### src/bdp_pkg.sv
// Constants and types shared by the bidirectional port files
package bdp_pkg;

  // ==========================================================
  // Register byte offsets on the APB
  localparam logic [7:0] BDP_OFF_DATA = 8'h00;   // port_data_latch
  localparam logic [7:0] BDP_OFF_DIR = 8'h04;    // port_direction_select
  localparam logic [7:0] BDP_OFF_BITOP = 8'h08;  // Bit set / clear command
  localparam logic [7:0] BDP_OFF_STAT = 8'h0c;   // Engine status

  // ==========================================================
  // Reset values and fixed read values
  localparam logic [7:0] BDP_DATA_RST = 8'h00;
  localparam logic [7:0] BDP_DIR_RST = 8'h00;    // All pins start as inputs
  localparam logic [7:0] BDP_BITOP_RST = 8'h00;
  localparam logic [7:0] BDP_DIR_READ_VAL = 8'hff;

  // ==========================================================
  // Field positions
  localparam int BDP_BITOP_IDX_LSB = 0;          // Bits 2:0 select the bit
  localparam int BDP_BITOP_SET_POS = 3;          // 1 sets, 0 clears
  localparam int BDP_BITOP_TGT_POS = 4;          // 0 data latch, 1 direction
  localparam int BDP_STAT_BUSY_POS = 0;
  localparam int BDP_STAT_RD_LSB = 8;            // Byte read by last operation
  localparam int BDP_PINS = 8;

  // ==========================================================
  // Read-modify-write engine states
  typedef enum logic [2:0] {
    BDP_IDLE,
    BDP_READ,
    BDP_MOD,
    BDP_WRITE,
    BDP_DONE
  } bdp_rmw_e;

endpackage

### src/bdp_pin_cell.sv
// One pin of the port: latch bit, direction bit and pin drivers
module bdp_pin_cell
  import bdp_pkg::*;
(
  input wire logic clk_sys,
  input wire logic rst_n,
  input wire logic lat_we,
  input wire logic lat_d,
  input wire logic dir_we,
  input wire logic dir_d,
  output logic lat_q,
  output logic dir_q,
  output logic pin_o,
  output logic pin_oe_n
);

  // ==========================================================
  // Latch bit, written whatever the direction
  always_ff @(posedge clk_sys) begin
    if (!rst_n) begin
      lat_q <= BDP_DATA_RST[0];
    end else if (lat_we) begin
      lat_q <= lat_d;
    end
  end

  // Pin level follows the latch; it only reaches the wire when enabled
  always_ff @(posedge clk_sys) begin
    if (!rst_n) begin
      pin_o <= BDP_DATA_RST[0];
    end else if (lat_we) begin
      pin_o <= lat_d;
    end
  end

  // ==========================================================
  // Direction bit and the driver enable, low while driving
  always_ff @(posedge clk_sys) begin
    if (!rst_n) begin
      dir_q <= BDP_DIR_RST[0];
      pin_oe_n <= ~BDP_DIR_RST[0];
    end else if (dir_we) begin
      dir_q <= dir_d;
      pin_oe_n <= ~dir_d;
    end
  end

endmodule

### src/bdp_port.sv
// Eight-pin bidirectional port with APB registers and bit set / clear engine
//
// Functional notes
// - Data read returns live pin level for every input-configured bit.
// - Data read returns the latch value for every output-configured bit.
// - Bit set/clear is done as byte read, single-bit change, full byte write.
// - Byte write to data register updates all eight latch bits, inputs included.
// - Output pin is driven high for latch 1 and low for latch 0.
// - Direction bit 1 makes the pin an output, 0 an input.
// - Read samples pins and latch now; write-back stores sampled input levels.
// - Direction register is write-only; reads return all ones.
module bdp_port
(
  input wire logic clk_sys,
  input wire logic rst_n,
  input wire logic psel,
  input wire logic penable,
  input wire logic pwrite,
  input wire logic [7:0] paddr,
  input wire logic [31:0] pwdata,
  output logic [31:0] prdata,
  output logic pready,
  output logic pslverr,
  input wire logic [bdp_pkg::BDP_PINS-1:0] port_pin_i,
  output logic [bdp_pkg::BDP_PINS-1:0] port_pin_o,
  output logic [bdp_pkg::BDP_PINS-1:0] port_pin_oe_n
);
  import bdp_pkg::*;

  logic [7:0] lat_q;
  logic [7:0] dir_q;
  logic [7:0] lat_we;
  logic [7:0] dir_we;
  logic [7:0] lat_d;
  logic [7:0] dir_d;
  logic [7:0] data_view;
  logic [7:0] bitop_r;
  logic [7:0] rd_r;
  logic [7:0] mod_r;
  logic [7:0] bit_mask;
  bdp_rmw_e state_r;
  bdp_rmw_e state_nxt;
  logic access;
  logic commit;
  logic hit_data;
  logic hit_dir;
  logic hit_bitop;
  logic hit_stat;
  logic bitop_wr;
  logic eng_wr_data;
  logic eng_wr_dir;

  // ==========================================================
  // Bus decode
  assign access = psel && penable;
  assign commit = access && pready;
  assign hit_data = (paddr == BDP_OFF_DATA);
  assign hit_dir = (paddr == BDP_OFF_DIR);
  assign hit_bitop = (paddr == BDP_OFF_BITOP);
  assign hit_stat = (paddr == BDP_OFF_STAT);
  assign bitop_wr = pwrite && hit_bitop;

  // Byte the port shows to a reader: pins for inputs, latch for outputs
  assign data_view = (port_pin_i & ~dir_q) | (lat_q & dir_q);

  // ==========================================================
  // Per-pin latch and direction cells
  assign eng_wr_data = (state_r == BDP_WRITE) && !bitop_r[BDP_BITOP_TGT_POS];
  assign eng_wr_dir = (state_r == BDP_WRITE) && bitop_r[BDP_BITOP_TGT_POS];
  assign lat_we = {8{(commit && pwrite && hit_data) || eng_wr_data}};
  assign dir_we = {8{(commit && pwrite && hit_dir) || eng_wr_dir}};
  assign lat_d = eng_wr_data ? mod_r : pwdata[7:0];
  assign dir_d = eng_wr_dir ? mod_r : pwdata[7:0];

  genvar gi;
  generate
    for (gi = 0; gi < BDP_PINS; gi++) begin : g_pin
      bdp_pin_cell u_cell (
        .clk_sys(clk_sys),
        .rst_n(rst_n),
        .lat_we(lat_we[gi]),
        .lat_d(lat_d[gi]),
        .dir_we(dir_we[gi]),
        .dir_d(dir_d[gi]),
        .lat_q(lat_q[gi]),
        .dir_q(dir_q[gi]),
        .pin_o(port_pin_o[gi]),
        .pin_oe_n(port_pin_oe_n[gi])
      );
    end
  endgenerate

  // ==========================================================
  // Read-modify-write engine sequencing
  always_comb begin
    state_nxt = state_r;
    case (state_r)
      BDP_IDLE: begin
        if (access && !pready && bitop_wr) begin
          state_nxt = BDP_READ;
        end
      end
      BDP_READ: begin
        state_nxt = BDP_MOD;
      end
      BDP_MOD: begin
        state_nxt = BDP_WRITE;
      end
      BDP_WRITE: begin
        state_nxt = BDP_DONE;
      end
      BDP_DONE: begin
        state_nxt = BDP_IDLE;
      end
      default: begin
        state_nxt = BDP_IDLE;
      end
    endcase
  end

  always_ff @(posedge clk_sys) begin
    if (!rst_n) begin
      state_r <= BDP_IDLE;
    end else begin
      state_r <= state_nxt;
    end
  end

  // Command is caught as the engine starts
  always_ff @(posedge clk_sys) begin
    if (!rst_n) begin
      bitop_r <= BDP_BITOP_RST;
    end else if (state_r == BDP_IDLE && access && !pready && bitop_wr) begin
      bitop_r <= pwdata[7:0];
    end
  end

  // Read step: whole byte, direction reads as all ones like any reader
  always_ff @(posedge clk_sys) begin
    if (!rst_n) begin
      rd_r <= BDP_DATA_RST;
    end else if (state_r == BDP_READ) begin
      rd_r <= bitop_r[BDP_BITOP_TGT_POS] ? BDP_DIR_READ_VAL : data_view;
    end
  end

  // Modify step: only the addressed bit changes
  assign bit_mask = 8'h01 << bitop_r[BDP_BITOP_IDX_LSB +: 3];

  always_ff @(posedge clk_sys) begin
    if (!rst_n) begin
      mod_r <= BDP_DATA_RST;
    end else if (state_r == BDP_MOD) begin
      if (bitop_r[BDP_BITOP_SET_POS]) begin
        mod_r <= rd_r | bit_mask;
      end else begin
        mod_r <= rd_r & ~bit_mask;
      end
    end
  end

  // ==========================================================
  // APB answer: one wait state, longer while the engine runs
  always_ff @(posedge clk_sys) begin
    if (!rst_n) begin
      pready <= 1'b0;
    end else begin
      pready <= access && !pready && (!bitop_wr || state_r == BDP_DONE);
    end
  end

  // Read data and error, loaded as pready rises
  always_ff @(posedge clk_sys) begin
    if (!rst_n) begin
      prdata <= 32'h0000_0000;
      pslverr <= 1'b0;
    end else if (access && !pready) begin
      pslverr <= !(hit_data || hit_dir || hit_bitop || hit_stat);
      prdata <= 32'h0000_0000;
      if (!pwrite) begin
        if (hit_data) begin
          prdata <= {24'h00_0000, data_view};
        end else if (hit_dir) begin
          prdata <= {24'h00_0000, BDP_DIR_READ_VAL};
        end else if (hit_bitop) begin
          prdata <= {24'h00_0000, bitop_r};
        end else if (hit_stat) begin
          prdata[BDP_STAT_BUSY_POS] <= (state_r != BDP_IDLE);
          prdata[BDP_STAT_RD_LSB +: 8] <= rd_r;
        end
      end
    end else begin
      pslverr <= 1'b0;
    end
  end

  logic rd_done;
  assign rd_done = access && !pready && !pwrite;
endmodule

### config.mk
export PLATFORM = sky130hd
export DESIGN_NAME = bdp_port
export DESIGN_NICKNAME = d
export VERILOG_FILES = /design/src/bdp_pkg.sv /design/src/bdp_pin_cell.sv /design/src/bdp_port.sv
export SDC_FILE = /design/constraint.sdc
export NUM_CORES = 1
export LEC_CHECK = 0
export BUFFER_PORTS_ARGS = -buffer_cell sky130_fd_sc_hd__clkbuf_2
export CORE_ASPECT_RATIO = 0.6
export CORE_UTILIZATION = 35
export CTS_BUF_LIST = sky130_fd_sc_hd__clkbuf_16
export DETAILED_ROUTE_END_ITERATION = 12
export SKIP_LAST_GASP = 1
export SLEW_MARGIN = 20
export SYNTH_ARGS = -nofsm -noshare
export SYNTH_HDL_FRONTEND = slang
export SYNTH_SLANG_ARGS = --single-unit
### constraint.sdc
create_clock -name clk_sys -period 4.4 [get_ports clk_sys]
set_input_delay 0.88 -clock clk_sys [delete_from_list [all_inputs] [get_ports clk_sys]]
set_output_delay 0.88 -clock clk_sys [all_outputs]
set_load 0.02 [all_outputs]
# [After elaboration in Yosys (flattened, before gate mapping)]
# Index checks and enable logic that the tools add are counted.
[word_totals] register_bits=85 elab_cells=97
[op_classes] n_eq_ne=8 shift=1 n_mux=14 bitwise=15 n_reduce_logical=28
[ops] op="2-to-1 mux 16 bit" n=3
[ops] op="2-to-1 mux 8 bit" n=6
[ops] op="AND 8 bit" n=3
[ops] op="== test 8 x 4 -> 1 bit, second input constant" n=2
[ops] op="NOT 8 bit" n=2
[ops] op="OR 8 bit" n=2
[ops] op="logical AND 1 bit" n=14
[ops] op="case mux 3 bit (4 select lines)" n=1
[ops] op="== test 8 x 3 -> 1 bit, second input constant" n=1
[ops] op="zero test 8 bit" n=1
[ops] op="NOT 1 bit" n=8
[ops] op="left shift 1 x 3 -> 8 bit, first input constant" n=1
[ops] op="2-to-1 mux 7 bit" n=1
[ops] op="== test 3 x 2 -> 1 bit, second input constant" n=2
[ops] op="logical OR 1 bit" n=6
[ops] op="zero test 1 bit" n=4
[ops] op="== test 3 x 1 -> 1 bit, second input constant" n=1
[ops] op="== test 3 bit, second input constant" n=1
[ops] op="zero test 3 bit" n=1
[ops] op="2-to-1 mux 3 bit" n=1
[ops] op="nonzero test 3 bit" n=1
[ops] op="2-to-1 mux 1 bit" n=2
[ops] op="inequality test 2 bit, second input constant" n=1
[ops] op="AND reduction 2 bit" n=1

# [Logic depth before layout (Yosys ltp)]
# Gate-level depths: netlist of run 1.
[depth] word_depth=6 ltp_mapped=7 ltp_nobuf=4

# [By module]
# From an unflattened synthesis of run 1, not the netlist that was laid out.
[hier_totals] hier_cells=357 hier_area_um2=3344.5
[modules_own_cells] module="bdp_port" n_inst=1 cells_per_inst=269 area_per_inst_um2=2423.6 seq_area_each_um2=900.9
[modules_own_cells] module="bdp_pin_cell" n_inst=8 cells_per_inst=11 area_per_inst_um2=115.1 seq_area_each_um2=60.1

# [Worst setup path after synthesis of run 1]
# OpenSTA, ideal clock, no wires.
[synth_timing] kind="input to register" start="input paddr[1]" end="register g_pin[2].u_cell.pin_oe_n" setup_ns=0.135 t_arrival_ns=2.428 required_time_ns=4.265 path_slack_ns=1.837 cell_stages=7 cell_sequence="or4_4 -> buf_6 -> or4_4 -> buf_6 -> buf_8 -> nor2_2 -> a311oi_1"
[synth_between] elab_chain_cells=3
[synth_lines] element="start: declaration" line_no="bdp_port.sv:19" source="input wire logic [7:0] paddr,"
[synth_lines] element="== test 8 x 3 -> 1 bit" line_no="bdp_port.sv:58" source="assign hit_dir = (paddr == BDP_OFF_DIR);"
[synth_lines] element="logical AND 1 bit" line_no="bdp_port.sv:71" source="assign dir_we = {8{(commit && pwrite && hit_dir) || eng_wr_dir}};"
[synth_lines] element="logical OR 1 bit" line_no="bdp_port.sv:71"
[synth_lines] element="end signal: assignment" line_no="bdp_pin_cell.sv:41" source="pin_oe_n <= ~BDP_DIR_RST[0];"
[synth_lines] element="end signal: assignment" line_no="bdp_pin_cell.sv:44" source="pin_oe_n <= ~dir_d;"
[synth_lines] element="end: declaration" line_no="bdp_pin_cell.sv:14" source="output logic pin_oe_n"
# No other way between the ends.
# A chain may end at the register's enable or synchronous reset.

# [Final worst setup path of run 1]
[layout_timing] start="input paddr[1]" end="register g_pin[3].u_cell.pin_oe_n"
[layout_between] elab_chain_cells=3
[layout_lines] element="== test 8 x 3 -> 1 bit" line_no="bdp_port.sv:58"
[layout_lines] element="logical AND 1 bit" line_no="bdp_port.sv:71"
[layout_lines] element="logical OR 1 bit" line_no="bdp_port.sv:71"
[layout_lines] element="end signal: assignment" line_no="bdp_pin_cell.sv:41"
[layout_lines] element="end signal: assignment" line_no="bdp_pin_cell.sv:44"
[layout_lines] element="end: declaration" line_no="bdp_pin_cell.sv:14"
# No other way between the ends.

==> flow_summary.json, run 1 <==
{
  "drt_iter0_markers": 214,
  "area_delta_synth_final_pct": 13.3,
  "post_cts_resized": 0,
  "layout_common_cells": "69 x dfxtp_1, 62 x clkbuf_2, 35 x nor2_1, 32 x nand2_1, 29 x mux2i_1",
  "setup_ws_ns": 1.71,
  "drive_gt1_frac": 0.216,
  "drc": 0,
  "clock_path_buffers": 2,
  "die_y_microns": 78.0,
  "vias": 2899,
  "crit_fanout": 18,
  "synth_seq_cells": 69,
  "antenna_cells": 0,
  "status": "complete, no violations",
  "rsz0062_at_grt": "no",
  "num_rows": 27,
  "ios": 103,
  "swShare": 0.237,
  "min_from": "prdata[1]",
  "worstReg2RegStart": "state_r[1]",
  "worstHoldPathCells": 1,
  "whs_ns": 0.474,
  "crit_chain": "clkbuf_2 -> or4_4 -> nor4_4 -> nand4_1 -> and3_1",
  "p_int_mw": 1.01,
  "netlist_area_sq_um": 3370,
  "fmax_mhz": 372,
  "finalSetupViolCount": 0,
  "place_area_sq_um": 3570,
  "initial_core_util": 0.364,
  "gp_congestion": 0.775,
  "cp.required_ns": 4.63,
  "nFillCells": 969,
  "grt_usage": 0.196,
  "synthArstFlopShare": 0,
  "port_buffers": 62,
  "slew_violations": 0,
  "synthFlopType": "dfxtp_1",
  "period_needed_ns": 2.69,
  "powerDensity_nw_per_um2": 348,
  "clk_latency_ns": 0.34,
  "cts_buffers": 9,
  "r2r_slack_ns": 2.32,
  "ir_drop_uv": 171,
  "p_leak_nw": 1.56,
  "ant_nets": 0,
  "wl_per_cell_microns": 17.0,
  "timing.final.crit_share": 0.611,
  "reg2reg_to": "g_pin[1].u_cell.pin_oe_n",
  "core_sq_um": 9260,
  "cts_setup_buffers": 0,
  "final_common_cell": "dfxtp_1",
  "cp_slowest_stage_delay_ns": 0.93,
  "totalWireLength_microns": 9300,
  "tightest_slew_ns": 1.06,
  "pwr-share-seq": 0.471,
  "grt_max_degree": 48,
  "critPathSlowestCell": "nor4_4",
  "die_area_sq_um": 10000,
  "nets": 465,
  "total_power_mw": 1.33,
  "yosysSeqAreaShare": 0.409,
  "final_area_sq_um": 3820,
  "firstDrtPassIters": 4,
  "cts_htree_levels": 3,
  "syn_area_per_cell_sq_um": 8.92,
  "syn_inst": 378,
  "cts_root_buf": "clkbuf_16",
  "place_ws_ns": 1.43,
  "finalHoldViolCount": 0,
  "clkPwrFrac": 0.471,
  "synthDistinctLibCells": 44,
  "start_kind": "input port",
  "cap_violations": 0,
  "critPathKind": "in -> reg",
  "skew_ns": 0.00504,
  "cts_sinks": 69,
  "endpoint_kind": "register",
  "rr_worst_depth": 4,
  "dp_hpwl_microns": 6720,
  "hp-class": "reg -> reg",
  "slew_headroom": 0.290,
  "grt_pass1_vias": 2734,
  "antenna_found_initial": 0,
  "p_switching_uw": 316,
  "die-width_microns": 129,
  "worstPathArrival_ns": 2.92,
  "ys_warn_count": 0,
  "synth_edf_count": 0,
  "grt_pass1_wl_microns": 14700,
  "clk_pin_slew_worst_paths_ns": 0.05,
  "ctsHoldBuffers": 0,
  "cts_tree": "yes",
  "combinationalPowerShare": 0.058,
  "holdPathEnd": "prdata[1]",
  "via_per_inst": 5.30,
  "fin_setup_tns_ns": 0,
  "grt_overflow_total": 0
}
metrics by stage:
step | util | instances
2_1_floorplan | - | 393
3_3_place_gp | 0.386 | 531
3_5_place_dp | 0.386 | 531
4_1_cts | 0.413 | 547
5_1_grt | 0.413 | 547
6_report | 0.413 | 547
per-layer routing:
layer | wire, microns | track usage
met2 | 3700 | 0.263
met1 | 4780 | 0.284
met3 | 699 | 0.0729
met4 | 112 | 0.0612
met5 | 0 | 0
cells in the mapped netlist, types with 9 or more instances:
library cell  number  area share
nor2_1            35       0.039
o21ai_0           24       0.036
nand3_1            9       0.013
nand2_1           32       0.036
a31oi_1           16       0.030
a21oi_1           11       0.016
mux2i_1           29       0.086
buf_4             32       0.071
dfxtp_1           69        0.41
clkbuf_1          18       0.020
kinds of logic (layout without fill, tap and decap cells):
logic type,count (synthesis),in the layout,share of synthesized area
and+or+nand+nor,119,119,0.191
buffers and inverters,67,91,0.124
DFF,69,69,0.409
AOI/OAI and AO/OA,92,92,0.186
muxes,30,30,0.0894
other,1,16,0.00111
power by group through the flow:
| stage | combinational [mW] | clock (mW) | sequential [mW] |
|---|---|---|---|
| after detailed placement | 0.0761 | 0 | 0.640 |
| after global routing | 0.0844 | 0.670 | 0.626 |
| final | 0.0769 | 0.627 | 0.627 |
| after CTS | 0.0764 | 0.641 | 0.627 |
| after floorplan | 0.0566 | 0 | 0.641 |
| after global placement | 0.0747 | 0 | 0.640 |
area by class of cell:
class	count	area (sq um)	share of cell area
multi-input cells	257	1650	0.431
flip-flops and latches	69	1380	0.361
repair buffers	67	348	0.0910
clock buffers	9	225	0.0589
well taps	130	163	0.0426
inverters	8	30.0	0.00786
clock inverters	7	27.5	0.00720
worst max-delay path, delay by kind of cell:
family / cells / cell delay (ns)
simple gates: 4 / 1.95
buf+inv: 1 / 0.08
worst max-delay path by stage:
stage	start	endpoint	slack (ns)	cells past startpoint
2_1_floorplan	paddr[1]	g_pin[2].u_cell.pin_oe_n	1.84	7
3_3_place_gp	paddr[1]	g_pin[3].u_cell.pin_oe_n	1.44	5
3_5_place_dp	paddr[1]	g_pin[3].u_cell.pin_oe_n	1.43	5
4_1_cts	paddr[1]	g_pin[3].u_cell.pin_oe_n	1.71	5
5_1_grt	paddr[1]	g_pin[3].u_cell.pin_oe_n	1.58	5
6_report	paddr[1]	g_pin[3].u_cell.pin_oe_n	1.71	5
flip-flops by register name (all words and copies together) (netlist names):
register,count
bitop_r,8
g_pin.u_cell.dir_q,8
g_pin.u_cell.lat_q,7
g_pin.u_cell.pin_o,1
g_pin.u_cell.pin_oe_n,8
mod_r,8
prdata,16
pready,1
pslverr,1
rd_r,8
state_r,3
No activity file was read; power rests on OpenSTA's default activity.
==> run 2, diff against run 1 <==
clock period = 2.73 ns   (was 4.4 ns; I/O delays follow)
==> flow_summary.json, run 2 (synthesis gave the netlist of run 1 again) <==
{
  "timing.final.crit_share": 0.725,
  "fin_util": 0.419,
  "critPathKind": "reg -> reg",
  "worstPathArrival_ns": 2.17,
  "status": "complete, no violations",
  "swShare": 0.222,
  "clkPwrFrac": 0.488,
  "clk_latency_ns": 0.33,
  "port_buffers": 62,
  "cts_setup_buffers": 0,
  "ir_drop_uv": 278,
  "cts_htree_levels": 3,
  "drive_gt1_frac": 0.231,
  "layout_common_cells": "69 x dfxtp_1, 62 x clkbuf_2, 35 x nor2_1, 32 x nand2_1, 29 x mux2i_1",
  "regMostFlops": "prdata",
  "grt_pass1_vias": 2615,
  "num_rows": 27,
  "pwr-share-seq": 0.455,
  "post_cts_resized": 0,
  "p_leak_nw": 1.59,
  "hp-class": "reg -> reg",
  "clock_path_buffers": 2,
  "cts_buffers": 9,
  "total_power_mw": 2.22,
  "antenna_found_initial": 0,
  "firstDrtPassIters": 5,
  "via_per_inst": 5.28,
  "crit_fanout": 9,
  "nets": 471,
  "wl_per_cell_microns": 16.5,
  "nFillCells": 956,
  "fin_setup_tns_ns": 0,
  "drt_iter0_markers": 270,
  "ant_nets": 0,
  "fmax_mhz": 506,
  "place_ws_ns": 0.430,
  "start_kind": "register",
  "period_needed_ns": 1.98,
  "ctsHoldBuffers": 0,
  "cts_tree": "yes",
  "p_switching_uw": 494,
  "die_area_sq_um": 10000,
  "finalSetupViolCount": 0,
  "cap_violations": 0,
  "combinationalPowerShare": 0.057,
  "clk_pin_slew_worst_paths_ns": 0.05,
  "vias": 2903,
  "p_int_mw": 1.73,
  "gp_congestion": 0.802,
  "initial_core_util": 0.364,
  "drc": 0,
  "dp_hpwl_microns": 6690,
  "grt_max_degree": 48,
  "ios": 103,
  "powerDensity_nw_per_um2": 573,
  "endpoint_kind": "register",
  "grt_usage": 0.187,
  "die-width_microns": 129,
  "skew_ns": 0.00628,
  "cts_root_buf": "clkbuf_16",
  "grt_pass1_wl_microns": 14100,
  "rsz0062_at_grt": "no",
  "area_delta_synth_final_pct": 15.1,
  "largest_register_ffs": 16,
  "tightest_slew_ns": 0.667,
  "grt_overflow_total": 0,
  "cp.required_ns": 2.92,
  "slew_violations": 0,
  "die_y_microns": 78.0,
  "finalHoldViolCount": 0,
  "setup_ws_ns": 0.752,
  "antenna_cells": 0,
  "slew_headroom": 0.554,
  "final_common_cell": "dfxtp_1",
  "core_sq_um": 9260,
  "totalWireLength_microns": 9070,
  "cts_sinks": 69
}
[run 2: cell types whose count changed in the layout (fill, tap and decap cells not counted), sizes merged]
| cell | delta |
|---|---|
| inv | -4 |
| buf | +6 |
| bufinv | +1 |
[run 2: cell type report]
| cell class | instances | area [sq um] | area share |
|---|---|---|---|
| inverters | 8 | 30.0 | 0.00774 |
| repair buffers | 73 | 393 | 0.101 |
| clock buffers | 9 | 225 | 0.0580 |
| clock inverters | 4 | 42.5 | 0.0110 |
| well taps | 130 | 163 | 0.0419 |
| flip-flops and latches | 69 | 1380 | 0.356 |
| multi-input cells | 257 | 1650 | 0.424 |
[run 2: worst paths after layout]
kind	startpoint	depth (start not counted)	to	slack, ns
setup / recovery	state_r[2]	4	bitop_r[0]	0.75
hold / removal	prdata[1]	1	prdata[1]	0.47
setup reg to reg	state_r[2]	4	bitop_r[0]	0.75
hold reg to reg	prdata[1]	1	prdata[1]	0.47
[run 2: worst max-delay path: stages (launching register included)]
cell	delay, ns
dfxtp_1	0.40
or4b_1	0.57
or4_4	0.62
mux2i_1	0.19
nor2_1	0.06
[run 2: metal layers]
metal	share of wire	track usage
met5	0	0
met4	0.0077	0.0576
met3	0.073	0.0539
met2	0.39	0.245
met1	0.52	0.285
[run 2: power groups by stage]
stage	clock network, mW	logic [mW]	registers, mW
2_1_floorplan	0	0.0912	1.03
3_3_place_gp	0	0.123	1.03
3_5_place_dp	0	0.125	1.03
4_1_cts	1.10	0.125	1.01
5_1_grt	1.15	0.138	1.01
6_report	1.08	0.127	1.01
[run 2: through the flow]
step | area [sq um] | std cells | hold slack [ns]
6_report | 3880 | 550 | 0.466
5_1_grt | 3880 | 550 | 0.485
4_1_cts | 3880 | 550 | 0.470
3_5_place_dp | 3610 | 537 | 0.458
3_3_place_gp | 3610 | 537 | 0.458
2_1_floorplan | 3430 | 393 | 0.456
